[src/hw/pmsc_pkg.sv]
package pmsc_pkg;

  // ----------------------------------------------------------------
  // geometry
  // ----------------------------------------------------------------
  localparam int NCH = 8;
  localparam int NVM_DEPTH = 32;
  localparam int WORD_W = 16;

  // ----------------------------------------------------------------
  // command codes
  // ----------------------------------------------------------------
  localparam logic [7:0] CMD_COMM_STATUS   = 8'h7e;
  localparam logic [7:0] CMD_VENDOR_STATUS = 8'h80;
  localparam logic [7:0] CMD_VIN           = 8'h88;
  localparam logic [7:0] CMD_VOUT          = 8'h8b;
  localparam logic [7:0] CMD_TEMP          = 8'h8d;
  localparam logic [7:0] CMD_REVISION      = 8'h98;
  localparam logic [7:0] CMD_TOOL_USER_A   = 8'hb0;
  localparam logic [7:0] CMD_TOOL_USER_B   = 8'hb1;
  localparam logic [7:0] CMD_OEM_USER      = 8'hb2;
  localparam logic [7:0] CMD_SCRATCH_PAGED = 8'hb3;
  localparam logic [7:0] CMD_SCRATCH_GLOB  = 8'hb4;
  localparam logic [7:0] CMD_RSVD_A        = 8'hb5;
  localparam logic [7:0] CMD_VENDOR_INFO   = 8'hb6;
  localparam logic [7:0] CMD_EXTRA_STATUS  = 8'hb7;
  localparam logic [7:0] CMD_RSVD_B        = 8'hbc;
  localparam logic [7:0] CMD_NVM_UNLOCK    = 8'hbd;
  localparam logic [7:0] CMD_NVM_ERASE     = 8'hbe;
  localparam logic [7:0] CMD_NVM_DATA      = 8'hbf;
  localparam logic [7:0] CMD_ALT_COMMAND   = 8'hc0;
  localparam logic [7:0] CMD_ALT_DATA0     = 8'hc1;
  localparam logic [7:0] CMD_ALT_DATA1     = 8'hc2;
  localparam logic [7:0] CMD_TELEMETRY     = 8'hcf;
  localparam logic [7:0] CMD_CH_CONFIG     = 8'hd0;
  localparam logic [7:0] CMD_GLOB_CONFIG   = 8'hd1;
  localparam logic [7:0] CMD_FAULT_PROP0   = 8'hd2;
  localparam logic [7:0] CMD_FAULT_PROP1   = 8'hd3;
  localparam logic [7:0] CMD_PG_MAPPING    = 8'hd4;

  // ----------------------------------------------------------------
  // reset values and fixed answers
  // ----------------------------------------------------------------
  localparam logic [7:0]  REVISION_VALUE  = 8'h11;
  localparam logic [15:0] CH_CONFIG_RST   = 16'h0080;
  localparam logic [15:0] GLOB_CONFIG_RST = 16'h1c7b;
  localparam logic [7:0]  FAULT_PROP_RST  = 8'h00;
  localparam logic [15:0] PG_MAPPING_RST  = 16'h0000;
  localparam logic [15:0] SCRATCH_RST     = 16'h0000;
  localparam logic [15:0] USER_WORD_RST   = 16'h0000;
  localparam logic [7:0]  PAGE_GLOBAL     = 8'hff;
  localparam logic [7:0]  TLM_BYTE_COUNT  = 8'h10;

  // ----------------------------------------------------------------
  // field positions
  // ----------------------------------------------------------------
  localparam int CML_BAD_CMD   = 7;
  localparam int CML_BAD_DATA  = 6;
  localparam int CML_MEM_FAULT = 4;
  localparam int PG_WDOG_BIT   = 8;
  localparam int PROP_LOW_PIN  = 0;
  localparam int PROP_HIGH_PIN = 1;

  // ----------------------------------------------------------------
  // user nonvolatile memory
  // ----------------------------------------------------------------
  localparam logic [7:0]  NVM_UNLOCK_KEY = 8'h2b;
  localparam logic [15:0] NVM_ERASED     = 16'hffff;

endpackage

[src/hw/pmsc_nvm_store.sv]
`timescale 1ns/100ps
module pmsc_nvm_store
  import pmsc_pkg::*;
#(
  parameter int DEPTH = pmsc_pkg::NVM_DEPTH,
  parameter int WIDTH = pmsc_pkg::WORD_W
)
(
  input  wire logic             clk_i,
  input  wire logic             arst_n_i,
  input  wire logic             unlock_wr_i,
  input  wire logic [7:0]       unlock_data_i,
  input  wire logic             erase_wr_i,
  input  wire logic             data_wr_i,
  input  wire logic             data_rd_i,
  input  wire logic [WIDTH-1:0] wdata_i,
  output logic      [WIDTH-1:0] rdata_o,
  output logic                  unlocked_o,
  output logic                  refused_o
);

  localparam int PW = $clog2(DEPTH);

  typedef struct packed {
    logic [DEPTH-1:0][WIDTH-1:0] mem;
    logic [PW-1:0]               ptr;
    logic                        unlocked;
  } pmsc_nvm_state_t;

  pmsc_nvm_state_t s;
  pmsc_nvm_state_t next_s;

  // ----------------------------------------------------------------
  // unlock, erase and sequential word access
  // ----------------------------------------------------------------
  always_comb
  begin
    next_s = s;
    refused_o = 1'b0;
    if (unlock_wr_i)
    begin
      next_s.unlocked = (unlock_data_i == NVM_UNLOCK_KEY);
      next_s.ptr = '0;
    end
    if ((erase_wr_i || data_wr_i || data_rd_i) && !s.unlocked)
    begin
      refused_o = 1'b1;
    end
    else if (erase_wr_i)
    begin
      next_s.mem = {DEPTH{NVM_ERASED}};
      next_s.ptr = '0;
    end
    else if (data_wr_i || data_rd_i)
    begin
      if (data_wr_i)
      begin
        next_s.mem[s.ptr] = wdata_i;
      end
      next_s.ptr = s.ptr + 1'b1;
    end
  end

  // state register
  always_ff @(posedge clk_i or negedge arst_n_i)
  begin
    if (!arst_n_i)
    begin
      s <= '{mem: {DEPTH{NVM_ERASED}}, ptr: '0, unlocked: 1'b0};
    end
    else
    begin
      s <= next_s;
    end
  end

  assign rdata_o = data_rd_i && s.unlocked ? s.mem[s.ptr] : '0;
  assign unlocked_o = s.unlocked;
endmodule

[src/hw/pmsc_cmd_map.sv]
`timescale 1ns/100ps
// How it works
// status byte 0x7E reports communication and memory faults, unpaged, read only.
// byte 0x80 returns vendor fault state of the selected channel.
// 0x88 input voltage and 0x8D die temperature are unpaged read-only words.
// 0x8B returns the selected channel's output voltage word.
// revision byte 0x98 always reads 0x11.
// word 0xB7 gives extra vendor fault state, one copy per page.
// erase and data access refused until the unlock command opens memory.
// erase command 0xBE initialises user memory for bulk programming.
// repeated 0xBF word accesses walk consecutive memory words.
// 0xC0 holds alternate command; 0xC1 and 0xC2 carry data for two hosts.
// block read 0xCF returns all channels' telemetry in one transaction.
// paged channel configuration word 0xD0 resets to 0x0080.
// shared global configuration word 0xD1 resets to 0x1C7B.
// paged byte 0xD2 routes faulted-off channels to fault pins 00 and 10.
// paged byte 0xD3 routes faulted-off channels to fault pins 01 and 11.
// word 0xD4 picks power-good channels and watchdog status for power-good pin.
// scratchpads 0xB3 paged and 0xB4 unpaged, read/write, reset zero.
// page 0xFF writes reach only channels enabled in global page mask.
// paged commands use the selected channel copy; unpaged ignore page.
// writes to read-only commands change nothing and flag a communication error.
module pmsc_cmd_map
  import pmsc_pkg::*;
(
  input  wire logic                                 clk_i,
  input  wire logic                                 arst_n_i,
  input  wire logic                                 req_i,
  input  wire logic                                 req_write_i,
  input  wire logic [7:0]                           req_code_i,
  input  wire logic [15:0]                          req_wdata_i,
  input  wire logic [4:0]                           blk_index_i,
  input  wire logic [7:0]                           page_i,
  input  wire logic [pmsc_pkg::NCH-1:0]             global_page_channel_mask_i,
  input  wire logic                                 clear_faults_i,
  input  wire logic [15:0]                          vin_reading_i,
  input  wire logic [15:0]                          temp_reading_i,
  input  wire logic [pmsc_pkg::NCH-1:0][15:0]       vout_reading_i,
  input  wire logic [pmsc_pkg::NCH-1:0][7:0]        vendor_status_i,
  input  wire logic [pmsc_pkg::NCH-1:0][15:0]       extra_status_i,
  input  wire logic [pmsc_pkg::NCH-1:0]             ch_faulted_off_i,
  input  wire logic [pmsc_pkg::NCH-1:0]             ch_power_good_i,
  input  wire logic                                 watchdog_ok_i,
  input  wire logic [3:0]                           shared_fault_pin_in_i,
  output logic      [3:0]                           shared_fault_pin_out_o,
  output logic      [3:0]                           shared_fault_pin_oe_o,
  output logic                                      power_good_output_o,
  output logic                                      rsp_valid_o,
  output logic      [15:0]                          rsp_data_o
);

  typedef struct packed {
    logic [7:0]             cml;
    logic [15:0]            alt_cmd;
    logic [2:0]             alt_ptr0;
    logic [2:0]             alt_ptr1;
    logic [NCH-1:0][15:0]   ch_cfg;
    logic [15:0]            glb_cfg;
    logic [NCH-1:0][7:0]    prop0;
    logic [NCH-1:0][7:0]    prop1;
    logic [15:0]            pg_map;
    logic [NCH-1:0][15:0]   scr_p;
    logic [15:0]            scr_g;
    logic [15:0]            user_a;
    logic [NCH-1:0][15:0]   user_b;
    logic [15:0]            user_c;
    logic                   rsp_valid;
    logic [15:0]            rsp_data;
    logic [3:0]             fpin_meta;
    logic [3:0]             fpin_sync;
    logic [3:0]             fpin_oe;
    logic                   pg_out;
  } pmsc_state_t;

  pmsc_state_t     s;
  pmsc_state_t     next_s;
  logic            alt_access;
  logic            alt_host1;
  logic [7:0]      eff_code;
  logic [2:0]      rd_ch;
  logic            page_ok;
  logic [NCH-1:0]  wr_hit;
  logic            wr_req;
  logic            rd_req;
  logic            nvm_unlock_wr;
  logic            nvm_erase_wr;
  logic            nvm_data_wr;
  logic            nvm_data_rd;
  logic [15:0]     nvm_rdata;
  logic            nvm_unlocked;
  logic            nvm_refused;

  // ----------------------------------------------------------------
  // command routing
  // ----------------------------------------------------------------
  // alternate data words act on the command held in the shared word
  assign alt_access = req_code_i == CMD_ALT_DATA0 || req_code_i == CMD_ALT_DATA1;
  assign alt_host1  = req_code_i == CMD_ALT_DATA1;
  assign eff_code   = alt_access ? s.alt_cmd[7:0] : req_code_i;
  assign page_ok    = page_i < 8'(NCH) || page_i == PAGE_GLOBAL;
  assign rd_ch      = page_i < 8'(NCH) ? page_i[2:0] : 3'h0;
  assign wr_req     = req_i && req_write_i;
  assign rd_req     = req_i && !req_write_i;

  // channels touched by a paged write
  always_comb
  begin
    for (int c = 0; c < NCH; c++)
    begin
      wr_hit[c] = (page_i == 8'(c)) || (page_i == PAGE_GLOBAL && global_page_channel_mask_i[c]);
    end
  end

  // user memory strobes
  assign nvm_unlock_wr = wr_req && eff_code == CMD_NVM_UNLOCK;
  assign nvm_erase_wr  = wr_req && eff_code == CMD_NVM_ERASE;
  assign nvm_data_wr   = wr_req && eff_code == CMD_NVM_DATA;
  assign nvm_data_rd   = rd_req && eff_code == CMD_NVM_DATA;

  pmsc_nvm_store #(
    .DEPTH (NVM_DEPTH),
    .WIDTH (WORD_W)
  ) u_nvm (
    .clk_i         (clk_i),
    .arst_n_i      (arst_n_i),
    .unlock_wr_i   (nvm_unlock_wr),
    .unlock_data_i (req_wdata_i[7:0]),
    .erase_wr_i    (nvm_erase_wr),
    .data_wr_i     (nvm_data_wr),
    .data_rd_i     (nvm_data_rd),
    .wdata_i       (req_wdata_i),
    .rdata_o       (nvm_rdata),
    .unlocked_o    (nvm_unlocked),
    .refused_o     (nvm_refused)
  );

  // ----------------------------------------------------------------
  // next state
  // ----------------------------------------------------------------
  always_comb
  begin
    logic [7:0] cml_set;
    logic [3:0] bidx;
    logic [2:0] tch;
    cml_set = 8'h00;
    bidx = 4'h0;
    tch = 3'h0;
    next_s = s;
    next_s.rsp_valid = req_i;
    next_s.fpin_meta = shared_fault_pin_in_i;
    next_s.fpin_sync = s.fpin_meta;
    if (wr_req)
    begin
      next_s.rsp_data = 16'h0000;
      case (eff_code)
        CMD_CH_CONFIG, CMD_FAULT_PROP0, CMD_FAULT_PROP1, CMD_SCRATCH_PAGED, CMD_TOOL_USER_B:
        begin
          if (!page_ok)
          begin
            cml_set[CML_BAD_DATA] = 1'b1;
          end
          for (int c = 0; c < NCH; c++)
          begin
            if (wr_hit[c])
            begin
              unique case (eff_code)
                CMD_CH_CONFIG:     next_s.ch_cfg[c] = req_wdata_i;
                CMD_FAULT_PROP0:   next_s.prop0[c] = req_wdata_i[7:0];
                CMD_FAULT_PROP1:   next_s.prop1[c] = req_wdata_i[7:0];
                CMD_SCRATCH_PAGED: next_s.scr_p[c] = req_wdata_i;
                CMD_TOOL_USER_B:   next_s.user_b[c] = req_wdata_i;
              endcase
            end
          end
        end
        CMD_GLOB_CONFIG:  next_s.glb_cfg = req_wdata_i;
        CMD_PG_MAPPING:   next_s.pg_map = req_wdata_i;
        CMD_SCRATCH_GLOB: next_s.scr_g = req_wdata_i;
        CMD_TOOL_USER_A:  next_s.user_a = req_wdata_i;
        CMD_OEM_USER:     next_s.user_c = req_wdata_i;
        CMD_ALT_COMMAND:
        begin
          next_s.alt_cmd = req_wdata_i;
          next_s.alt_ptr0 = 3'h0;
          next_s.alt_ptr1 = 3'h0;
        end
        CMD_COMM_STATUS, CMD_VENDOR_STATUS, CMD_VIN, CMD_VOUT, CMD_TEMP, CMD_REVISION,
        CMD_VENDOR_INFO, CMD_EXTRA_STATUS, CMD_TELEMETRY:
          cml_set[CML_BAD_DATA] = 1'b1;
        CMD_NVM_UNLOCK, CMD_NVM_ERASE, CMD_NVM_DATA, CMD_RSVD_A, CMD_RSVD_B: ;
        default: cml_set[CML_BAD_CMD] = 1'b1;
      endcase
    end
    else if (rd_req)
    begin
      case (eff_code)
        CMD_COMM_STATUS:   next_s.rsp_data = {8'h00, s.cml};
        CMD_VENDOR_STATUS: next_s.rsp_data = {8'h00, vendor_status_i[rd_ch]};
        CMD_VIN:           next_s.rsp_data = vin_reading_i;
        CMD_TEMP:          next_s.rsp_data = temp_reading_i;
        CMD_VOUT:          next_s.rsp_data = vout_reading_i[rd_ch];
        CMD_REVISION:      next_s.rsp_data = {8'h00, REVISION_VALUE};
        CMD_TOOL_USER_A:   next_s.rsp_data = s.user_a;
        CMD_TOOL_USER_B:   next_s.rsp_data = s.user_b[rd_ch];
        CMD_OEM_USER:      next_s.rsp_data = s.user_c;
        CMD_SCRATCH_PAGED: next_s.rsp_data = s.scr_p[rd_ch];
        CMD_SCRATCH_GLOB:  next_s.rsp_data = s.scr_g;
        CMD_VENDOR_INFO:   next_s.rsp_data = {12'h000, s.fpin_sync};
        CMD_EXTRA_STATUS:  next_s.rsp_data = extra_status_i[rd_ch];
        CMD_NVM_UNLOCK:    next_s.rsp_data = {15'h0000, nvm_unlocked};
        CMD_NVM_DATA:      next_s.rsp_data = nvm_rdata;
        CMD_ALT_COMMAND:   next_s.rsp_data = s.alt_cmd;
        CMD_CH_CONFIG:     next_s.rsp_data = s.ch_cfg[rd_ch];
        CMD_GLOB_CONFIG:   next_s.rsp_data = s.glb_cfg;
        CMD_FAULT_PROP0:   next_s.rsp_data = {8'h00, s.prop0[rd_ch]};
        CMD_FAULT_PROP1:   next_s.rsp_data = {8'h00, s.prop1[rd_ch]};
        CMD_PG_MAPPING:    next_s.rsp_data = s.pg_map;
        CMD_TELEMETRY:
        begin
          if (alt_access)
          begin
            // word-wise walk through the block, one pointer per host
            tch = alt_host1 ? s.alt_ptr1 : s.alt_ptr0;
            next_s.rsp_data = vout_reading_i[tch];
            if (alt_host1)
            begin
              next_s.alt_ptr1 = s.alt_ptr1 + 3'h1;
            end
            else
            begin
              next_s.alt_ptr0 = s.alt_ptr0 + 3'h1;
            end
          end
          else if (blk_index_i == 5'h00)
          begin
            next_s.rsp_data = {8'h00, TLM_BYTE_COUNT};
          end
          else
          begin
            // byte n of block: channel (n-1)/2, low byte first
            bidx = 4'(blk_index_i - 5'h01);
            tch = bidx[3:1];
            next_s.rsp_data = {8'h00, bidx[0] ? vout_reading_i[tch][15:8] : vout_reading_i[tch][7:0]};
          end
        end
        CMD_NVM_ERASE, CMD_RSVD_A, CMD_RSVD_B: next_s.rsp_data = 16'h0000;
        default:
        begin
          next_s.rsp_data = 16'h0000;
          cml_set[CML_BAD_CMD] = 1'b1;
        end
      endcase
    end
    if (nvm_refused)
    begin
      cml_set[CML_MEM_FAULT] = 1'b1;
    end
    // a new event outweighs a clear in the same cycle
    next_s.cml = (clear_faults_i ? 8'h00 : s.cml) | cml_set;
    // fault pins pulled low by faulted-off channels routed to them
    next_s.fpin_oe = 4'h0;
    for (int c = 0; c < NCH; c++)
    begin
      if (ch_faulted_off_i[c])
      begin
        next_s.fpin_oe[0] = next_s.fpin_oe[0] | s.prop0[c][PROP_LOW_PIN];
        next_s.fpin_oe[2] = next_s.fpin_oe[2] | s.prop0[c][PROP_HIGH_PIN];
        next_s.fpin_oe[1] = next_s.fpin_oe[1] | s.prop1[c][PROP_LOW_PIN];
        next_s.fpin_oe[3] = next_s.fpin_oe[3] | s.prop1[c][PROP_HIGH_PIN];
      end
    end
    // power good needs every selected channel and, if chosen, the watchdog
    next_s.pg_out = (&(ch_power_good_i | ~s.pg_map[NCH-1:0]))
                    && (!s.pg_map[PG_WDOG_BIT] || watchdog_ok_i);
  end

  // ----------------------------------------------------------------
  // state register
  // ----------------------------------------------------------------
  always_ff @(posedge clk_i or negedge arst_n_i)
  begin
    if (!arst_n_i)
    begin
      s <= '{cml: 8'h00, alt_cmd: 16'h0000, alt_ptr0: 3'h0, alt_ptr1: 3'h0,
             ch_cfg: {NCH{CH_CONFIG_RST}}, glb_cfg: GLOB_CONFIG_RST,
             prop0: {NCH{FAULT_PROP_RST}}, prop1: {NCH{FAULT_PROP_RST}},
             pg_map: PG_MAPPING_RST, scr_p: {NCH{SCRATCH_RST}}, scr_g: SCRATCH_RST,
             user_a: USER_WORD_RST, user_b: {NCH{USER_WORD_RST}}, user_c: USER_WORD_RST,
             rsp_valid: 1'b0, rsp_data: 16'h0000, fpin_meta: 4'h0, fpin_sync: 4'h0,
             fpin_oe: 4'h0, pg_out: 1'b0};
    end
    else
    begin
      s <= next_s;
    end
  end

  // outputs
  assign rsp_valid_o            = s.rsp_valid;
  assign rsp_data_o             = s.rsp_data;
  assign shared_fault_pin_oe_o  = s.fpin_oe;
  assign shared_fault_pin_out_o = 4'h0;
  assign power_good_output_o    = s.pg_out;
endmodule

[config.mk]
export PLATFORM = sky130hd
export DESIGN_NAME = pmsc_cmd_map
export DESIGN_NICKNAME = d
export VERILOG_FILES = /design/src/hw/pmsc_pkg.sv /design/src/hw/pmsc_nvm_store.sv /design/src/hw/pmsc_cmd_map.sv
export SDC_FILE = /design/constraint.sdc
export NUM_CORES = 2
export LEC_CHECK = 0
export ABC_CLOCK_PERIOD_IN_PS = 4300
export BUFFER_PORTS_ARGS = -buffer_cell sky130_fd_sc_hd__buf_2
export CAP_MARGIN = 25
export CORE_MARGIN = 1
export CORE_UTILIZATION = 45
export DETAILED_ROUTE_END_ITERATION = 6
export GPL_ROUTABILITY_DRIVEN = 0
export MAX_ROUTING_LAYER = met4
export PLACE_DENSITY = 0.71
export SYNTH_ARGS = -nofsm -noshare
export SYNTH_HDL_FRONTEND = slang
export SYNTH_SLANG_ARGS = --single-unit
[constraint.sdc]
create_clock -name clk_i -period 4.3 [get_ports clk_i]
set_input_delay 0.43 -clock clk_i [delete_from_list [all_inputs] [get_ports clk_i]]
set_output_delay 0.43 -clock clk_i [all_outputs]
set_load 0.01 [all_outputs]
# After elaboration in Yosys (flattened, before gate mapping)
# Index checks and enable logic that the tools add are counted.
# W data, S select, Z words.
# word_totals
out_inout_bits	26
ff_bits	1170
# op_classes
reduce_logical	96
n_lt_le_gt_ge	6
bitwise	32
n_addsub	4
muxes	64
n_eq_ne	38
# op_table
op	count
$mux W517	2
$bwmux W512	1
$mux W512	1
$pmux W16 S22	1
$bmux W16 S3	7
$eq A8 B8 Y1 const B	27
$mux W16	13
$reduce_and A4 Y1	40
$bmux W16 S5	1
$demux W16 S5	1
$bmux W8 S3	3
$mux W8	7
$mux W6	6
$eq A8 B3 Y1 const B	4
$mux W4	8
$or A1 B1 Y1	28
$reduce_or A25 Y1	1
$logic_and A1 B1 Y1	18
$eq A8 B2 Y1 const B	2
$or A8 B8 Y8	2
$logic_or A1 B1 Y1	14
$lt A3 B4 Y1 const B	3
$mux W3	4
$reduce_and A2 Y1	6
24 further kinds	40

# Depth between registers and ports, before layout
# depth
ltp_word	15
depth_mapped	13
ltp_nobuf	10

# Cells and area by module
# Synthesis repeated with hierarchy kept, for this count alone.
# unflattened
hier_cells	6302
hier_area_um2	63091.8
# by_module_without_submodules
mod	n_inst	seq_area_each_um2	cells_each	area_each_um2
pmsc_cmd_map	1	16211.8	3304	35819.4
pmsc_nvm_store	1	13603.0	2998	27272.4

# Worst setup path before layout
# Ideal clock, no wire load.
# synth_timing
kind	input port to flip-flop
start	input port blk_index_i[0]
end	register s (netlist bit rsp_data_o[2])
cell_stages	9
arrival_time_ns	3.562
setup_slack_ns	0.595
cell_sequence	clkbuf_1 -> inv_1 -> ha_1 -> xor2_1 -> clkbuf_1 -> mux4_2 -> mux4_2 -> a2111oi_0 -> a31oi_1
# synth_between
elab_chain_cells	9
# synth_lines
element	line_no	text
start: declaration	pmsc_cmd_map.sv:32	input wire logic [4:0] blk_index_i,
$sub A4 B1 Y4	pmsc_cmd_map.sv:241	bidx = 4'(blk_index_i - 5'h01);
$bmux W16 S3	pmsc_cmd_map.sv:243	next_s.rsp_data = {8'h00, bidx[0] ? vout_reading_i[tch][15:8] : vout_reading_i[tch][7:0]};
$mux W16 (implied by the code)	pmsc_cmd_map.sv:243	
$mux W8	pmsc_cmd_map.sv:243	
$mux W8 (*)	pmsc_cmd_map.sv:234	else if (blk_index_i == 5'h00)
$mux W16 (*)	pmsc_cmd_map.sv:220	if (alt_access)
$pmux W16 S22 (*)	pmsc_cmd_map.sv:196	case (eff_code)
$mux W16 (*)	pmsc_cmd_map.sv:194	else if (rd_req)
$mux W16 (*)	pmsc_cmd_map.sv:152	if (wr_req)
end signal: assignment	pmsc_cmd_map.sv:284	s <= '{cml: 8'h00, alt_cmd: 16'h0000, alt_ptr0: 3'h0, alt_ptr1: 3'h0,
end signal: assignment	pmsc_cmd_map.sv:294	s <= next_s;
end: declaration	pmsc_cmd_map.sv:75	pmsc_state_t s;
# Every way passes the cells marked *; elsewhere a longest branch is shown, timed or not. The select of a mux whose other input is x is not followed.
# A chain may end at the register's enable or synchronous reset.

# Final worst setup path
# layout_timing
start	register s[628] (netlist bit)
end	register s (netlist bit rsp_data_o[6])
# layout_between
elab_chain_cells	8
# layout_lines
element	line_no	text
$mux W8 (*)	pmsc_cmd_map.sv:99	assign eff_code = alt_access ? s.alt_cmd[7:0] : req_code_i;
$eq A8 B8 Y1	pmsc_cmd_map.sv:118, pmsc_cmd_map.sv:196	
$logic_and A1 B1 Y1	pmsc_cmd_map.sv:118	assign nvm_data_rd = rd_req && eff_code == CMD_NVM_DATA;
$logic_and A1 B1 Y1	pmsc_nvm_store.sv:77	assign rdata_o = data_rd_i && s.unlocked ? s.mem[s.ptr] : '0;
$mux W16	pmsc_nvm_store.sv:77	
$pmux W16 S22 (*)	pmsc_cmd_map.sv:196	
$mux W16 (*)	pmsc_cmd_map.sv:194	
$mux W16 (*)	pmsc_cmd_map.sv:152	
# Marks and branches as above.

==> impl_metrics.tcl <==
set metrics [dict create \
    endpoint_kind "register" \
    rsz0062_at_grt "no" \
    grt_pass1_wl_um 373000 \
    async_flop_share_pct 100 \
    ant_nets 0 \
    drive_gt1_share_pct 36.8 \
    routed_via_density 6.79 \
    ys_seq_elements 1165 \
    grt_overflow 0 \
    drt_wl_total_um 257000 \
    critPathRequiredTime_ns 4.89 \
    core-area_um2 136000 \
    arrival_ns 4.78 \
    netlist.area_leader.share_pct 25.6 \
    violations "design-rule violations" \
    crit_fanout 17 \
    clock_sinks 1165 \
    cp_num_buf_inv 2 \
    ys.flop_type "dfrtp_1" \
    cts_resized 0 \
    synth_top_area_cell "dfrtp_1" \
    drt_pre_antenna_iters 7 \
    crit_chain "nor2b_1 > o311ai_1 > buf_4 > a211oi_2 > buf_4 > a221oi_1 > nand4_1 > nor4b_1 > a31oi_1" \
    yosysWarnings 0 \
    max-vdd-ir-drop_v 0.000325 \
    cts_tree "built" \
    die_w_um 373 \
    p_leak_nw 30.1 \
    reg2reg_depth 9 \
    start_util_pct 45.6 \
    post_cts_buffers 0 \
    seq_area_frac_synth_pct 48.0 \
    path_class "register to register" \
    instances_no_fill 8349 \
    die_y_um 373 \
    status "finished with violations" \
    skew_ns 0.0285 \
    ctsLongestPathBuffers 3 \
    numCtsBuffers 119 \
    r2r_slack_ns 0.11 \
    drv_slew 0 \
    clkLatencyLatePin_ns 0.78 \
    dpl.cell_count 8048 \
    cp_top_family "simple AND/OR/NAND/NOR gates" \
    netlist_instances 6052 \
    cts.htree.levels 3 \
    period_needed_ns 4.19 \
    wl_met3_um 38100 \
    fillers 11700 \
    root_buffer "clkbuf_16" \
    post-route-period-util_pct 97.5 \
    hold_class "primary input to register" \
    layout_setup_ws_ns 0.109 \
    hold_violations 0 \
    dieArea_um2 139000 \
    syn2layout_area_growth_pct 15.8 \
    start_kind "register" \
    pwr_density_cell_nw_per_um2 354 \
    setup_viol 0 \
    dr_wl_met2_um 106000 \
    grt_pass1_vias 54000 \
    slowest_stage "nor4b_1" \
    place_ws_ns -0.152 \
    grt_use_total_pct 37.0 \
    worst_path_most_repeated_cell "buf_4" \
    synth_cell_types 90 \
    wl_met1_um 92600 \
    wl_per_cell_um 30.8 \
    numPortBuffers 444 \
    routed.top_layer "met4" \
    cp_num_cells 9 \
    num_vias 56700 \
    drtIter0Drc 8769 \
    dpl.hpwl_um 176000 \
    boundaryPins 449 \
    path_clk_slew_ns 0.06 \
    hold_depth 3 \
    synth.area.top_cells "dfrtp_1 (26%), dfstp_2 (22%), mux2_2 (11%)" \
    antenna_found_initial 71 \
    synth_edf_count 0 \
    relSlewSlack_pct 19.9 \
    drv_cap 0 \
    row_count 135 \
    syn_avg_cell_area_um2 10.3 \
    tightest_slew_ns 1.20 \
    nets 6832 \
    grt_max_degree 157 \
    slowest_delay_ns 0.90 \
    synth.cell_area_um2 62100 \
    drc 13 \
    fmax_mhz 239 \
]
[cell usage in the layout (no fill, tap or decap), types with 12 or more instances in the layout]
master     synthesis  routed
a32o_1            18      18
mux2i_1          131     131
clkbuf_8           0      23
a21oi_1          624     624
a31oi_1           54      54
a32oi_1           43      43
clkbuf_1         360      34
buf_2            165     440
nor2_1           607     600
dfrtp_1          636     634
and3_1            69      67
clkinv_2           0      25
nor4_1            20      17
a211oi_1          62      61
nand4_1           34      34
o21ai_1           29      29
nand3_1          100     100
mux4_2           170     170
nor3_1            28      25
o211ai_1          13      13
and2_1            13      12
a22o_1            17      17
mux2_2           598     598
nor2b_1           28      28
a21oi_2           30      30
diode_2            0      64
inv_1             24      23
nand2_1          535     532
a221o_1           27      27
dfstp_2          529     529
buf_12             0      48
o21ai_0          607     607
buf_4             39     328
clkbuf_16          0     121
o22ai_1           80      80
a22oi_1           37      37
a221oi_1          81      81
[final timing paths]
| check | startpoint | endpoint |
|---|---|---|
| max | s[628] | rsp_data_o[6] |
| min | ch_faulted_off_i[3] | shared_fault_pin_oe_o[1] |
| max reg2reg | s[628] | rsp_data_o[6] |
| min reg2reg | next_s[5] | s[5] |
| max in group asynchronous | arst_n_i | s[603] |
| min in group asynchronous | arst_n_i | rsp_valid_o |
[power breakdown]
group,internal [mW],leakage (nW),switching [mW]
sequential,11.7,14.3,0.256
clock,6.24,2.00,4.62
combinational,0.949,13.8,1.70
total,18.9,30.1,6.58
[timing repair]
action | CTS | global route
endpoints found under the hold margin | 50 | 0
hold buffers | 11 | 0
endpoints found under the setup margin | 0 | 0
[sequential cells by signal (all words and copies together), names as in the netlist]
register	count
s	621
u_nvm.unlocked_o	1
rsp_valid_o	1
rsp_data_o	16
u_nvm.s	517
next_s	4
power_good_output_o	1
shared_fault_pin_oe_o	4
[cell families after synthesis]
kind of cell | Yosys count | share of synthesized area [%]
xor gates and xnor gates | 5 | 0.0705
and+or+nand+nor | 1516 | 10.7
AOI/OAI and AO/OA | 1828 | 17.6
other | 1 | 0.00604
adders and majority gates | 7 | 0.141
buffers and inverters | 629 | 4.37
DFF | 1165 | 48.0
muxes | 901 | 19.2
[final cells by class]
class                   instances  area (µm²)  share of cell area, %
flip-flops and latches       1165       29800                   41.5
clock inverters                45         576                  0.800
clock buffers                 178        3470                   4.83
diodes                         64         160                  0.223
repair buffers                830        5810                   8.07
multi-input cells            4261       29700                   41.4
inverters                      25        93.8                  0.131
well taps                    1781        2230                   3.10
[synth_stat cells, types with 40 or more instances]
master    number
dfrtp_1      636
buf_2        165
mux2_2       598
a211oi_1      62
nor2_1       607
dfstp_2      529
a21oi_1      624
mux4_2       170
nand3_1      100
o21ai_0      607
clkbuf_1     360
buf_1         40
a221oi_1      81
nand2_1      535
a32oi_1       43
o22ai_1       80
mux2i_1      131
and3_1        69
a31oi_1       54
[per-layer routing]
layer  vias up  GRT usage [%]
met3      1159           14.7
met5         -              -
met1     28100           45.6
met4         0           23.9
li1      22900              -
met2      4543           50.1
[through the flow]
stage	TNS, ns	total power, mW	area, µm²	utilization [%]	hold slack, ns
final	0	25.5	71900	52.8	0.0254
after global placement	-0.0112	14.6	67500	49.6	0.338
after floorplan	0	13.3	62100	-	0.134
after detailed placement	-0.152	14.6	67500	49.6	0.339
after global routing	0	26.1	71900	52.8	0.0355
after CTS	0	25.4	71700	52.7	0.00433
[worst reg2reg max path: cells and delay by family, from the launching register on]
family	cells	cell delay, ns
flip-flops	1	0.52
AO/OA/AOI/OAI	4	1.51
buffers and inverters	2	0.47
AND/OR/NAND/NOR	3	1.52
Note: power is estimated with default switching activity, not from simulation.
